<file path="src/common/can_csr_pkg.sv">
// Purpose: Shared constants for the CAN control and status register block.
// Assumes: 16-bit register window, byte addresses, word aligned registers.
// Notes: Offsets are full 16-bit byte addresses inside the controller window.

package can_csr_pkg;

  // ==========================================================================
  // Register map
  localparam logic [15:0] WINDOW_BASE = 16'hef00;
  localparam logic [7:0] WINDOW_BYTES_M1 = 8'hff;
  localparam logic [15:0] ADDR_CONTROL_AND_STATUS = 16'hef00;
  localparam logic [15:0] ADDR_INTERRUPT_CAUSE = 16'hef02;
  localparam logic [15:0] ADDR_BIT_TIMING = 16'hef04;
  localparam logic [15:0] ADDR_GLOBAL_MASK_STANDARD = 16'hef06;
  localparam logic [15:0] ADDR_GLOBAL_MASK_EXTENDED = 16'hef08;
  localparam logic [15:0] ADDR_FINAL_OBJECT_MASK = 16'hef0c;
  localparam logic [15:0] WORD_STEP = 16'h0002;

  // ==========================================================================
  // Control and status fields
  localparam int BIT_INIT = 0;
  localparam int BIT_GLOBAL_IRQ_ENABLE = 1;
  localparam int BIT_STATUS_CHANGE_IRQ_ENABLE = 2;
  localparam int BIT_ERROR_IRQ_ENABLE = 3;
  localparam int BIT_TIMING_WRITE_UNLOCK = 6;
  localparam int BIT_TEST = 7;
  localparam int LEC_LSB = 8;
  localparam int BIT_TX_SUCCESS = 11;
  localparam int BIT_RX_SUCCESS = 12;
  localparam int BIT_ERROR_WARNING = 14;
  localparam int BIT_BUS_OFF = 15;
  localparam logic [15:0] CSR_RESET = 16'h0001;
  localparam logic [15:0] BIT_TIMING_RESET = 16'h0000;
  localparam logic [31:0] MASK_RESET = 32'h0000_0000;

  // ==========================================================================
  // Error codes, interrupt identifiers and counts
  localparam logic [2:0] LEC_NONE = 3'h0;
  localparam logic [2:0] LEC_STUFF = 3'h1;
  localparam logic [2:0] LEC_FORM = 3'h2;
  localparam logic [2:0] LEC_ACK = 3'h3;
  localparam logic [2:0] LEC_BIT1 = 3'h4;
  localparam logic [2:0] LEC_BIT0 = 3'h5;
  localparam logic [2:0] LEC_CRC = 3'h6;
  localparam logic [7:0] IRQ_ID_IDLE = 8'h00;
  localparam logic [7:0] IRQ_ID_STATUS = 8'h01;
  localparam logic [7:0] IRQ_ID_LAST_OBJECT = 8'h02;
  localparam logic [7:0] IRQ_ID_OBJECT_BASE = 8'h02;
  localparam int MSG_OBJECTS = 15;
  localparam logic [3:0] RECESSIVE_RUN = 4'hb;
  localparam logic [2:0] STUFF_LIMIT = 3'h5;
  localparam logic [7:0] WARNING_LIMIT = 8'h60;
  localparam int EVENT_WIDTH = 4;
  localparam int EVENT_DEPTH = 2;

endpackage

</file>
<file path="src/verilog/can_control_status_regs.sv">
// Purpose: Control, status and register window of a CAN 2.0B controller.
// Assumes: Bus access strobes are one cycle long and synchronous to i_core_clk.
// Notes: Message object storage lives outside; only its pending bits come in.
//
// What this block does
// - Registers are 16-bit words in 256-byte window.
// - Byte lanes write and read each half separately.
// - Init set stops new transfers, keeps configuration.
// - Bus-off sets init; software clears it.
// - After init clears, wait 11 recessive bits.
// - Global enable gates interrupt line only.
// - Status enable raises cause on outcomes, errors.
// - Error enable raises cause on warning/bus-off change.
// - Bit timing writable only when unlock set.
// - Clean transfer clears error code; 7 unused.
// - Error code encoding zero through six.
// - Over five equal stuffed bits is stuff error.
// - Transmit success flag set by hardware, CPU-cleared.
// - Receive success flag set by hardware, CPU-cleared.
// - Warning flag when an error counter reaches 96.
// - Bus-off flag follows bus-off state.
// - Upper status byte read clears status cause.
// - Status byte writes never create or remove cause.
// - Interrupt line while cause nonzero and enabled.
`timescale 1ns/1ns
`default_nettype none

module can_control_status_regs (
  input wire logic i_core_clk,
  input wire logic i_arst_n,
  input wire logic i_cs,
  input wire logic i_rd,
  input wire logic i_wr,
  input wire logic [15:0] i_addr,
  input wire logic [1:0] i_byte_en,
  input wire logic [15:0] i_wdata,
  output logic [15:0] o_rdata,
  output logic o_rvalid,
  input wire logic i_evt_valid,
  output logic o_evt_ready,
  input wire logic [can_csr_pkg::EVENT_WIDTH-1:0] i_evt_data,
  input wire logic i_bit_strobe,
  input wire logic i_bit_value,
  input wire logic i_stuff_region,
  input wire logic [7:0] i_tx_err_count,
  input wire logic [7:0] i_rx_err_count,
  input wire logic i_bus_off,
  input wire logic [can_csr_pkg::MSG_OBJECTS-1:0] i_msg_irq_pending,
  output logic o_irq,
  output logic o_init,
  output logic o_may_start,
  output logic o_test_bit,
  output logic [15:0] o_bit_timing,
  output logic [15:0] o_mask_standard,
  output logic [31:0] o_mask_extended,
  output logic [31:0] o_mask_final
);
  import can_csr_pkg::*;

  // ==========================================================================
  // Bus decode
  typedef enum logic [1:0] {
    LINK_OFFLINE = 2'b00,
    LINK_WAIT_IDLE = 2'b01,
    LINK_ACTIVE = 2'b10
  } link_state_type;

  logic in_window, wr_csr, rd_csr, wr_bt, wr_gms, wr_gme_lo, wr_gme_hi, wr_fom_lo, wr_fom_hi;
  logic status_read;
  logic [15:0] word_addr;

  assign word_addr = {i_addr[15:1], 1'b0};
  assign in_window = i_cs && (word_addr[15:8] == WINDOW_BASE[15:8]);
  assign wr_csr = in_window && i_wr && (word_addr == ADDR_CONTROL_AND_STATUS);
  assign rd_csr = in_window && i_rd && (word_addr == ADDR_CONTROL_AND_STATUS);
  assign status_read = rd_csr && i_byte_en[1];
  assign wr_bt = in_window && i_wr && (word_addr == ADDR_BIT_TIMING);
  assign wr_gms = in_window && i_wr && (word_addr == ADDR_GLOBAL_MASK_STANDARD);
  assign wr_gme_lo = in_window && i_wr && (word_addr == ADDR_GLOBAL_MASK_EXTENDED);
  assign wr_gme_hi = in_window && i_wr && (word_addr == ADDR_GLOBAL_MASK_EXTENDED + WORD_STEP);
  assign wr_fom_lo = in_window && i_wr && (word_addr == ADDR_FINAL_OBJECT_MASK);
  assign wr_fom_hi = in_window && i_wr && (word_addr == ADDR_FINAL_OBJECT_MASK + WORD_STEP);

  function automatic logic [15:0] lane_merge(input logic [15:0] old_v, input logic [15:0] new_v,
                                             input logic [1:0] be);
    lane_merge = {be[1] ? new_v[15:8] : old_v[15:8], be[0] ? new_v[7:0] : old_v[7:0]};
  endfunction

  // ==========================================================================
  // Event buffer between the protocol engine and the status fields
  // Event word: bit 3 set for a transmit outcome, bits 2:0 the error code (0 = success).
  // Draining stalls during a control register read so the read sees a stable snapshot.
  logic evt_valid, evt_take;
  logic [EVENT_WIDTH-1:0] evt_data;

  assign evt_take = evt_valid && !rd_csr;

  can_event_buffer #(.WIDTH(EVENT_WIDTH), .DEPTH(EVENT_DEPTH)) u_event_buffer (
    .i_core_clk(i_core_clk),
    .i_arst_n(i_arst_n),
    .i_in_valid(i_evt_valid),
    .o_in_ready(o_evt_ready),
    .i_in_data(i_evt_data),
    .o_out_valid(evt_valid),
    .i_out_ready(!rd_csr),
    .o_out_data(evt_data)
  );

  // ==========================================================================
  // Stuff checker and bus-off recovery
  link_state_type link_reg, link_next;
  logic [3:0] run_reg, run_next;
  logic [2:0] same_reg, same_next;
  logic last_bit_reg, last_bit_next;
  logic stuff_error, recovery_step;
  logic init_reg;

  always_comb begin
    link_next = link_reg;
    run_next = run_reg;
    same_next = same_reg;
    last_bit_next = last_bit_reg;
    stuff_error = 1'b0;
    recovery_step = 1'b0;
    if (i_bit_strobe) begin
      last_bit_next = i_bit_value;
      if (!i_stuff_region || i_bit_value != last_bit_reg) begin
        same_next = 3'h1;
      end else if (same_reg == STUFF_LIMIT) begin
        stuff_error = 1'b1;
        same_next = 3'h1;
      end else begin
        same_next = 3'(same_reg + 1'b1);
      end
    end
    case (link_reg)
      LINK_OFFLINE: begin
        run_next = '0;
        if (!init_reg) begin
          link_next = LINK_WAIT_IDLE;
        end
      end
      LINK_WAIT_IDLE: begin
        if (init_reg) begin
          link_next = LINK_OFFLINE;
        end else if (i_bit_strobe) begin
          if (!i_bit_value) begin
            run_next = '0;
          end else if (run_reg == RECESSIVE_RUN - 1'b1) begin
            run_next = '0;
            if (i_bus_off) begin
              recovery_step = 1'b1;
            end else begin
              link_next = LINK_ACTIVE;
            end
          end else begin
            run_next = 4'(run_reg + 1'b1);
          end
        end
      end
      LINK_ACTIVE: begin
        if (init_reg) begin
          link_next = LINK_OFFLINE;
        end
      end
      default: link_next = LINK_OFFLINE;
    endcase
  end

  always_ff @(posedge i_core_clk or negedge i_arst_n) begin
    if (!i_arst_n) begin
      link_reg <= LINK_OFFLINE;
      run_reg <= '0;
      same_reg <= 3'h1;
      last_bit_reg <= 1'b1;
    end else begin
      link_reg <= link_next;
      run_reg <= run_next;
      same_reg <= same_next;
      last_bit_reg <= last_bit_next;
    end
  end

  assign o_may_start = (link_reg == LINK_ACTIVE) && !init_reg;

  // ==========================================================================
  // Control and status register
  logic ie_reg, ie_next, sie_reg, sie_next, eie_reg, eie_next, cce_reg, cce_next;
  logic tst_reg, tst_next, init_next, tx_success_flag_reg, tx_success_flag_next, rx_success_flag_reg, rx_success_flag_next;
  logic warn_reg, warn_next, bus_off_flag_reg, bus_off_flag_next, pend_reg, pend_next;
  logic [2:0] lec_reg, lec_next;
  logic [15:0] csr_view, csr_wr;
  logic status_event;

  assign csr_view = {bus_off_flag_reg, warn_reg, 1'b0, rx_success_flag_reg, tx_success_flag_reg, lec_reg,
                     tst_reg, cce_reg, 2'b00, eie_reg, sie_reg, ie_reg, init_reg};
  assign csr_wr = lane_merge(csr_view, i_wdata, i_byte_en);

  always_comb begin
    init_next = init_reg;
    ie_next = ie_reg;
    sie_next = sie_reg;
    eie_next = eie_reg;
    cce_next = cce_reg;
    tst_next = tst_reg;
    tx_success_flag_next = tx_success_flag_reg;
    rx_success_flag_next = rx_success_flag_reg;
    lec_next = lec_reg;
    pend_next = pend_reg;
    status_event = 1'b0;
    warn_next = (i_tx_err_count >= WARNING_LIMIT) || (i_rx_err_count >= WARNING_LIMIT);
    bus_off_flag_next = i_bus_off;
    if (wr_csr) begin
      init_next = csr_wr[BIT_INIT];
      ie_next = csr_wr[BIT_GLOBAL_IRQ_ENABLE];
      sie_next = csr_wr[BIT_STATUS_CHANGE_IRQ_ENABLE];
      eie_next = csr_wr[BIT_ERROR_IRQ_ENABLE];
      cce_next = csr_wr[BIT_TIMING_WRITE_UNLOCK];
      tst_next = csr_wr[BIT_TEST];
      tx_success_flag_next = csr_wr[BIT_TX_SUCCESS];
      rx_success_flag_next = csr_wr[BIT_RX_SUCCESS];
      lec_next = csr_wr[LEC_LSB +: 3];
    end
    if (!bus_off_flag_reg && i_bus_off) begin
      init_next = 1'b1;
    end
    if (evt_take) begin
      status_event = 1'b1;
      lec_next = evt_data[2:0];
      if (evt_data[2:0] == LEC_NONE) begin
        lec_next = LEC_NONE;
        if (evt_data[3]) begin
          tx_success_flag_next = 1'b1;
        end else begin
          rx_success_flag_next = 1'b1;
        end
      end
    end else if (stuff_error) begin
      status_event = 1'b1;
      lec_next = LEC_STUFF;
    end else if (recovery_step) begin
      status_event = 1'b1;
      lec_next = LEC_BIT0;
    end
    if (status_read) begin
      pend_next = 1'b0;
    end
    if (sie_reg && status_event) begin
      pend_next = 1'b1;
    end
    if (eie_reg && ((warn_next != warn_reg) || (bus_off_flag_next != bus_off_flag_reg))) begin
      pend_next = 1'b1;
    end
  end

  always_ff @(posedge i_core_clk or negedge i_arst_n) begin
    if (!i_arst_n) begin
      init_reg <= CSR_RESET[BIT_INIT];
      ie_reg <= CSR_RESET[BIT_GLOBAL_IRQ_ENABLE];
      sie_reg <= CSR_RESET[BIT_STATUS_CHANGE_IRQ_ENABLE];
      eie_reg <= CSR_RESET[BIT_ERROR_IRQ_ENABLE];
      cce_reg <= CSR_RESET[BIT_TIMING_WRITE_UNLOCK];
      tst_reg <= CSR_RESET[BIT_TEST];
      tx_success_flag_reg <= CSR_RESET[BIT_TX_SUCCESS];
      rx_success_flag_reg <= CSR_RESET[BIT_RX_SUCCESS];
      lec_reg <= CSR_RESET[LEC_LSB +: 3];
      warn_reg <= CSR_RESET[BIT_ERROR_WARNING];
      bus_off_flag_reg <= CSR_RESET[BIT_BUS_OFF];
      pend_reg <= 1'b0;
    end else begin
      init_reg <= init_next;
      ie_reg <= ie_next;
      sie_reg <= sie_next;
      eie_reg <= eie_next;
      cce_reg <= cce_next;
      tst_reg <= tst_next;
      tx_success_flag_reg <= tx_success_flag_next;
      rx_success_flag_reg <= rx_success_flag_next;
      lec_reg <= lec_next;
      warn_reg <= warn_next;
      bus_off_flag_reg <= bus_off_flag_next;
      pend_reg <= pend_next;
    end
  end

  assign o_init = init_reg;
  assign o_test_bit = tst_reg;

  // ==========================================================================
  // Interrupt cause identifier
  logic [7:0] cause_id;

  always_comb begin
    cause_id = IRQ_ID_IDLE;
    for (int n = MSG_OBJECTS - 1; n >= 1; n--) begin
      if (i_msg_irq_pending[n-1]) begin
        cause_id = 8'(IRQ_ID_OBJECT_BASE + 8'(n));
      end
    end
    if (i_msg_irq_pending[MSG_OBJECTS-1]) begin
      cause_id = IRQ_ID_LAST_OBJECT;
    end
    if (pend_reg) begin
      cause_id = IRQ_ID_STATUS;
    end
  end

  assign o_irq = ie_reg && (cause_id != IRQ_ID_IDLE);

  // ==========================================================================
  // Configuration registers and read port
  logic [15:0] bt_reg, bt_next, gms_reg, gms_next, rdata_reg, rdata_next;
  logic [31:0] gme_reg, gme_next, fom_reg, fom_next;
  logic rvalid_reg, rvalid_next;

  always_comb begin
    bt_next = bt_reg;
    gms_next = gms_reg;
    gme_next = gme_reg;
    fom_next = fom_reg;
    if (wr_bt && cce_reg) begin
      bt_next = lane_merge(bt_reg, i_wdata, i_byte_en);
    end
    if (wr_gms) begin
      gms_next = lane_merge(gms_reg, i_wdata, i_byte_en);
    end
    if (wr_gme_lo) begin
      gme_next[15:0] = lane_merge(gme_reg[15:0], i_wdata, i_byte_en);
    end
    if (wr_gme_hi) begin
      gme_next[31:16] = lane_merge(gme_reg[31:16], i_wdata, i_byte_en);
    end
    if (wr_fom_lo) begin
      fom_next[15:0] = lane_merge(fom_reg[15:0], i_wdata, i_byte_en);
    end
    if (wr_fom_hi) begin
      fom_next[31:16] = lane_merge(fom_reg[31:16], i_wdata, i_byte_en);
    end
    rvalid_next = in_window && i_rd;
    rdata_next = 16'h0000;
    if (in_window && i_rd) begin
      case (word_addr)
        ADDR_CONTROL_AND_STATUS: rdata_next = csr_view;
        ADDR_INTERRUPT_CAUSE: rdata_next = {8'h00, cause_id};
        ADDR_BIT_TIMING: rdata_next = cce_reg ? bt_reg : 16'h0000;
        ADDR_GLOBAL_MASK_STANDARD: rdata_next = gms_reg;
        ADDR_GLOBAL_MASK_EXTENDED: rdata_next = gme_reg[15:0];
        ADDR_GLOBAL_MASK_EXTENDED + WORD_STEP: rdata_next = gme_reg[31:16];
        ADDR_FINAL_OBJECT_MASK: rdata_next = fom_reg[15:0];
        ADDR_FINAL_OBJECT_MASK + WORD_STEP: rdata_next = fom_reg[31:16];
        default: rdata_next = 16'h0000;
      endcase
      rdata_next = {i_byte_en[1] ? rdata_next[15:8] : 8'h00,
                    i_byte_en[0] ? rdata_next[7:0] : 8'h00};
    end
  end

  always_ff @(posedge i_core_clk or negedge i_arst_n) begin
    if (!i_arst_n) begin
      bt_reg <= BIT_TIMING_RESET;
      gms_reg <= MASK_RESET[15:0];
      gme_reg <= MASK_RESET;
      fom_reg <= MASK_RESET;
      rdata_reg <= 16'h0000;
      rvalid_reg <= 1'b0;
    end else begin
      bt_reg <= bt_next;
      gms_reg <= gms_next;
      gme_reg <= gme_next;
      fom_reg <= fom_next;
      rdata_reg <= rdata_next;
      rvalid_reg <= rvalid_next;
    end
  end

  assign o_rdata = rdata_reg;
  assign o_rvalid = rvalid_reg;
  assign o_bit_timing = bt_reg;
  assign o_mask_standard = gms_reg;
  assign o_mask_extended = gme_reg;
  assign o_mask_final = fom_reg;

endmodule // can_control_status_regs

`default_nettype wire

</file>
<file path="src/verilog/can_event_buffer.sv">
// Purpose: Two-entry buffer for transfer outcome events.
// Assumes: Single clock, asynchronous active low reset.
// Notes: Full and empty are exact; the source sees ready low when full.
`timescale 1ns/1ns
`default_nettype none

module can_event_buffer #(
  parameter int WIDTH = 4,
  parameter int DEPTH = 2
) (
  input wire logic i_core_clk,
  input wire logic i_arst_n,
  input wire logic i_in_valid,
  output logic o_in_ready,
  input wire logic [WIDTH-1:0] i_in_data,
  output logic o_out_valid,
  input wire logic i_out_ready,
  output logic [WIDTH-1:0] o_out_data
);

  localparam int PW = (DEPTH > 1) ? $clog2(DEPTH) : 1;

  logic [WIDTH-1:0] mem_reg [DEPTH];
  logic [PW-1:0] wr_ptr_reg, wr_ptr_next, rd_ptr_reg, rd_ptr_next;
  logic [PW:0] count_reg, count_next;
  logic push, pop;

  assign o_in_ready = (count_reg != (PW+1)'(DEPTH));
  assign o_out_valid = (count_reg != '0);
  assign o_out_data = mem_reg[rd_ptr_reg];
  assign push = i_in_valid && o_in_ready;
  assign pop = o_out_valid && i_out_ready;

  always_comb begin
    wr_ptr_next = wr_ptr_reg;
    rd_ptr_next = rd_ptr_reg;
    count_next = count_reg;
    if (push) begin
      wr_ptr_next = (wr_ptr_reg == PW'(DEPTH - 1)) ? '0 : PW'(wr_ptr_reg + 1'b1);
    end
    if (pop) begin
      rd_ptr_next = (rd_ptr_reg == PW'(DEPTH - 1)) ? '0 : PW'(rd_ptr_reg + 1'b1);
    end
    if (push && !pop) begin
      count_next = (PW+1)'(count_reg + 1'b1);
    end else if (pop && !push) begin
      count_next = (PW+1)'(count_reg - 1'b1);
    end
  end

  always_ff @(posedge i_core_clk or negedge i_arst_n) begin
    if (!i_arst_n) begin
      wr_ptr_reg <= '0;
      rd_ptr_reg <= '0;
      count_reg <= '0;
    end else begin
      wr_ptr_reg <= wr_ptr_next;
      rd_ptr_reg <= rd_ptr_next;
      count_reg <= count_next;
    end
  end

  always_ff @(posedge i_core_clk) begin
    if (push) begin
      mem_reg[wr_ptr_reg] <= i_in_data;
    end
  end

endmodule // can_event_buffer

`default_nettype wire
</file>
<file path="config.mk">
export PLATFORM = sky130hd
export DESIGN_NAME = can_control_status_regs
export DESIGN_NICKNAME = d
export VERILOG_FILES = /design/src/common/can_csr_pkg.sv /design/src/verilog/can_control_status_regs.sv /design/src/verilog/can_event_buffer.sv
export SDC_FILE = /design/constraint.sdc
export NUM_CORES = 1
export LEC_CHECK = 0
export BUFFER_PORTS_ARGS = -buffer_cell sky130_fd_sc_hd__buf_2
export CAP_MARGIN = 20
export CORE_MARGIN = 3
export CORE_UTILIZATION = 56
export CTS_BUF_LIST = sky130_fd_sc_hd__clkbuf_16
export CTS_CLUSTER_DIAMETER = 80
export CTS_CLUSTER_SIZE = 24
export DETAILED_ROUTE_END_ITERATION = 6
export PLACE_DENSITY = 0.88
export SETUP_SLACK_MARGIN = 0.5
export SLEW_MARGIN = 20
export SYNTH_ARGS = -nofsm -noshare
export SYNTH_HDL_FRONTEND = slang
export SYNTH_HIERARCHICAL = 1
export SYNTH_SLANG_ARGS = --single-unit
</file>
<file path="constraint.sdc">
create_clock -name i_core_clk -period 2.8 [get_ports i_core_clk]
set_input_delay 0 -clock i_core_clk [delete_from_list [all_inputs] [get_ports i_core_clk]]
set_output_delay 0 -clock i_core_clk [all_outputs]
set_load 0.005 [all_outputs]
</file>
==> out/results.tsv <==
stage	metric	value	unit
die	placeable core region	12100	sq um
final_layout	non-filler cells, final	959	
clock_tree	CTS tree	built	
clock_tree	TritonCTS Buffers	17	
yosys	asr flop ratio synth	0.946	
final_layout	Fillers	796	
yosys	Post-Syn Area per Cell	12.8	sq um
die	I/O pin cnt	197	
timing	fmax	488	MHz
yosys	Synth cell types	65	
final_layout	Post-Layout Inst Area	8960	sq um
detailed_routing	drt first pass iters	6	
final_layout	n_diodes	0	
worst_setup_path	Worst EP arrival	2360	ps
power	worst-case vdd ir drop	0.000371	V
grt	antenna violations before repair	0	
clock_tree	H-tree levels	4	
timing	final setup violating endpoints	0	
worst_setup_path	FF-to-FF path depth	6	
die	Vert. Die Dim	117	um
clock_tree	clk root buf	clkbuf_16	
yosys	Seq/Total Area, Yosys	0.544	
clock_tree	CTS sink count	149	
worst_setup_path	r2r setup slk	750	ps
detailed_routing	Antenna Violating Nets Remaining	0	
timing	Period Utilization, post-route	0.732	
place	# port buffers	185	
worst_setup_path	Max stage delay on crit path	420	ps
place	Place WS	593	ps
final_layout	most frequent cells in the layout	184 x buf_2, 138 x dfrtp_1, 109 x mux2_2	
yosys	Post-synth EDFFs	8	
worst_setup_path	Startpoint Class	register	
worst_setup_path	crit-path max FO	5	
grt	GR Util All Layers	0.307	
timing	worst slew pin tran	793	ps
yosys	Post-Syn Nets	626	
timing	Worst Slack Setup Final	750	ps
worst_setup_path	Slowest cell on crit path	dfrtp_1	
timing	Hold Vio Cnt, Final	0	
clock_tree	Reg clk slew, reported paths	60	ps
detailed_routing	1st-iter DRT viols	609	
place	Area after DPL	8130	sq um
worst_hold_path	Hold Crit Class	in2reg	
grt	global-route wire length before repair	33100	um
grt	Overflow after GRT	0	
detailed_routing	WL per Instance	21.8	um
final_layout	# nets final	861	
worst_setup_path	worst endpoint required time	3110	ps
yosys	Mapped Area	6940	sq um
final_layout	commonest non-fill, non-tap cell in the layout	buf_2	
place	Final GP Congestion	0.892	
timing	final hold slack	96.3	ps
yosys	Top FF cell, synth	dfrtp_1	
timing	Min Clock Period, post-route	2050	ps
final_layout	layout cells sized above 1	0.453	
timing	Setup TNS	0	ps
timing	worst rel slew slack	0.468	
worst_setup_path	worst path cell trace	inv_1 -> ha_1 -> and3b_1 -> and4_1 -> or3_1 -> a221o_1	
detailed_routing	vias per cell	6.11	
place	post-DP HPWL	14400	um
worst_hold_path	hold path cells	4	
yosys	yosys warns	6	
timing	clock skew	5.41	ps
run_status	status	finished clean	
worst_setup_path	critical path type	reg2reg	
grt	number of global-route vias before repair	6163	
clock_tree	clock tree buffer depth	2	
timing	Pins Over Slew Limit	0	
die	Die Width	117	um
detailed_routing	DRC viols	0	
power	static leakage	0.00455	uW
yosys	cells after synthesis	543	
detailed_routing	WL final	20900	um
final_layout	Layout area overhead	29.1	%
yosys	Yosys reg bits	149	
flow_run	Max Cap Viol	0	
timing	RSZ-0062 raised after global routing	no	
die	placement row count	40	
worst_setup_path	critical path capture point type	register	
detailed_routing	Vias	5855	
die	Die Area	13800	sq um
power	power density over cell area	545	nW/um^2
clock_tree	clock insertion delay at the later pin of the skew report	430	ps
grt	largest net degree at the start of global routing	73	
place	placed insts	894	
die	initial core utilization	0.575	
-- per-layer routing --
| layer | vias to the layer above | share of wire | global-route usage |
|---|---|---|---|
| met4 | 0 | 0.030 | 0.132 |
| met1 | 2908 | 0.38 | 0.378 |
| li1 | 2538 | - | - |
| met5 | - | 0 | 0 |
| met3 | 59 | 0.091 | 0.0810 |
| met2 | 350 | 0.50 | 0.512 |
-- worst max-delay path, delay by kind of cell, from the launching register on --
kind | cells | cell delay (ps)
compound gates | 1 | 370
buf+inv | 1 | 80
simple gates | 3 | 860
fa+ha+maj | 1 | 190
flops | 1 | 420
-- report_power, final --
| part | switching [uW] | internal, uW | total, uW |
|---|---|---|---|
| clock | 856 | 1100 | 1950 |
| sequential | 81.6 | 2280 | 2370 |
| combinational | 297 | 271 | 568 |
-- final cells by class --
class | instances | area, sq um | area share
multi-input combinational | 367 | 3050 | 0.341
inverter | 11 | 41.3 | 0.00461
clock inverter | 15 | 76.3 | 0.00852
tap | 168 | 210 | 0.0235
sequential | 149 | 3770 | 0.421
timing repair buffer | 232 | 1380 | 0.154
clock buffer | 17 | 425 | 0.0475
-- cell families (layout without fill, tap and decap cells) --
kind of cell,count (synthesis),in the layout,share of synthesized area
flops,149,149,0.544
simple gates,144,144,0.129
mux,117,117,0.192
compound gates,95,95,0.102
buf+inv,27,275,0.0171
xor+xnor,7,7,0.00883
fa+ha+maj,4,4,0.00721
-- cells in the mapped netlist, drive strengths merged (8+ instances only) --
| cell type | count | area [sq um] |
|---|---|---|
| mux2 | 109 | 1230 |
| a32o | 8 | 80.1 |
| o21ai | 14 | 70.1 |
| a31oi | 13 | 81.3 |
| and3 | 8 | 50.1 |
| dfrtp | 138 | 3450 |
| a221oi | 9 | 78.8 |
| nor3 | 8 | 50.1 |
| clkbuf | 8 | 30.0 |
| nand3 | 11 | 67.6 |
| nand2 | 38 | 170 |
| buf | 8 | 47.5 |
| nor2 | 25 | 109 |
| nand2b | 8 | 57.6 |
| edfxtp | 8 | 240 |
| inv | 11 | 41.3 |
| a22oi | 14 | 105 |
| nor4 | 10 | 114 |
-- through the flow --
step,util,power [uW]
detailed placement,0.674,2930
CTS,0.743,4900
finish,0.743,4890
global route,0.743,5070
global placement,0.674,2900
floorplan,-,2700
-- repair_timing --
item                      4_1_cts  5_1_grt
gates resized for setup         0        0
hold endpoints to repair      193        0
buffers inserted                0        0
hold buffers                   33        0
-- path summary, 6_finish.rpt --
check / startpoint / end
max: run_reg[0] / pend_reg
min: i_addr[4] / o_rdata[0]
max reg2reg: run_reg[0] / pend_reg
min reg2reg: run_reg[3] / run_reg[3]
max in group asynchronous: i_arst_n / same_reg[0]
min in group asynchronous: i_arst_n / o_mask_final[21]
No activity file was read; power rests on OpenSTA's default activity.
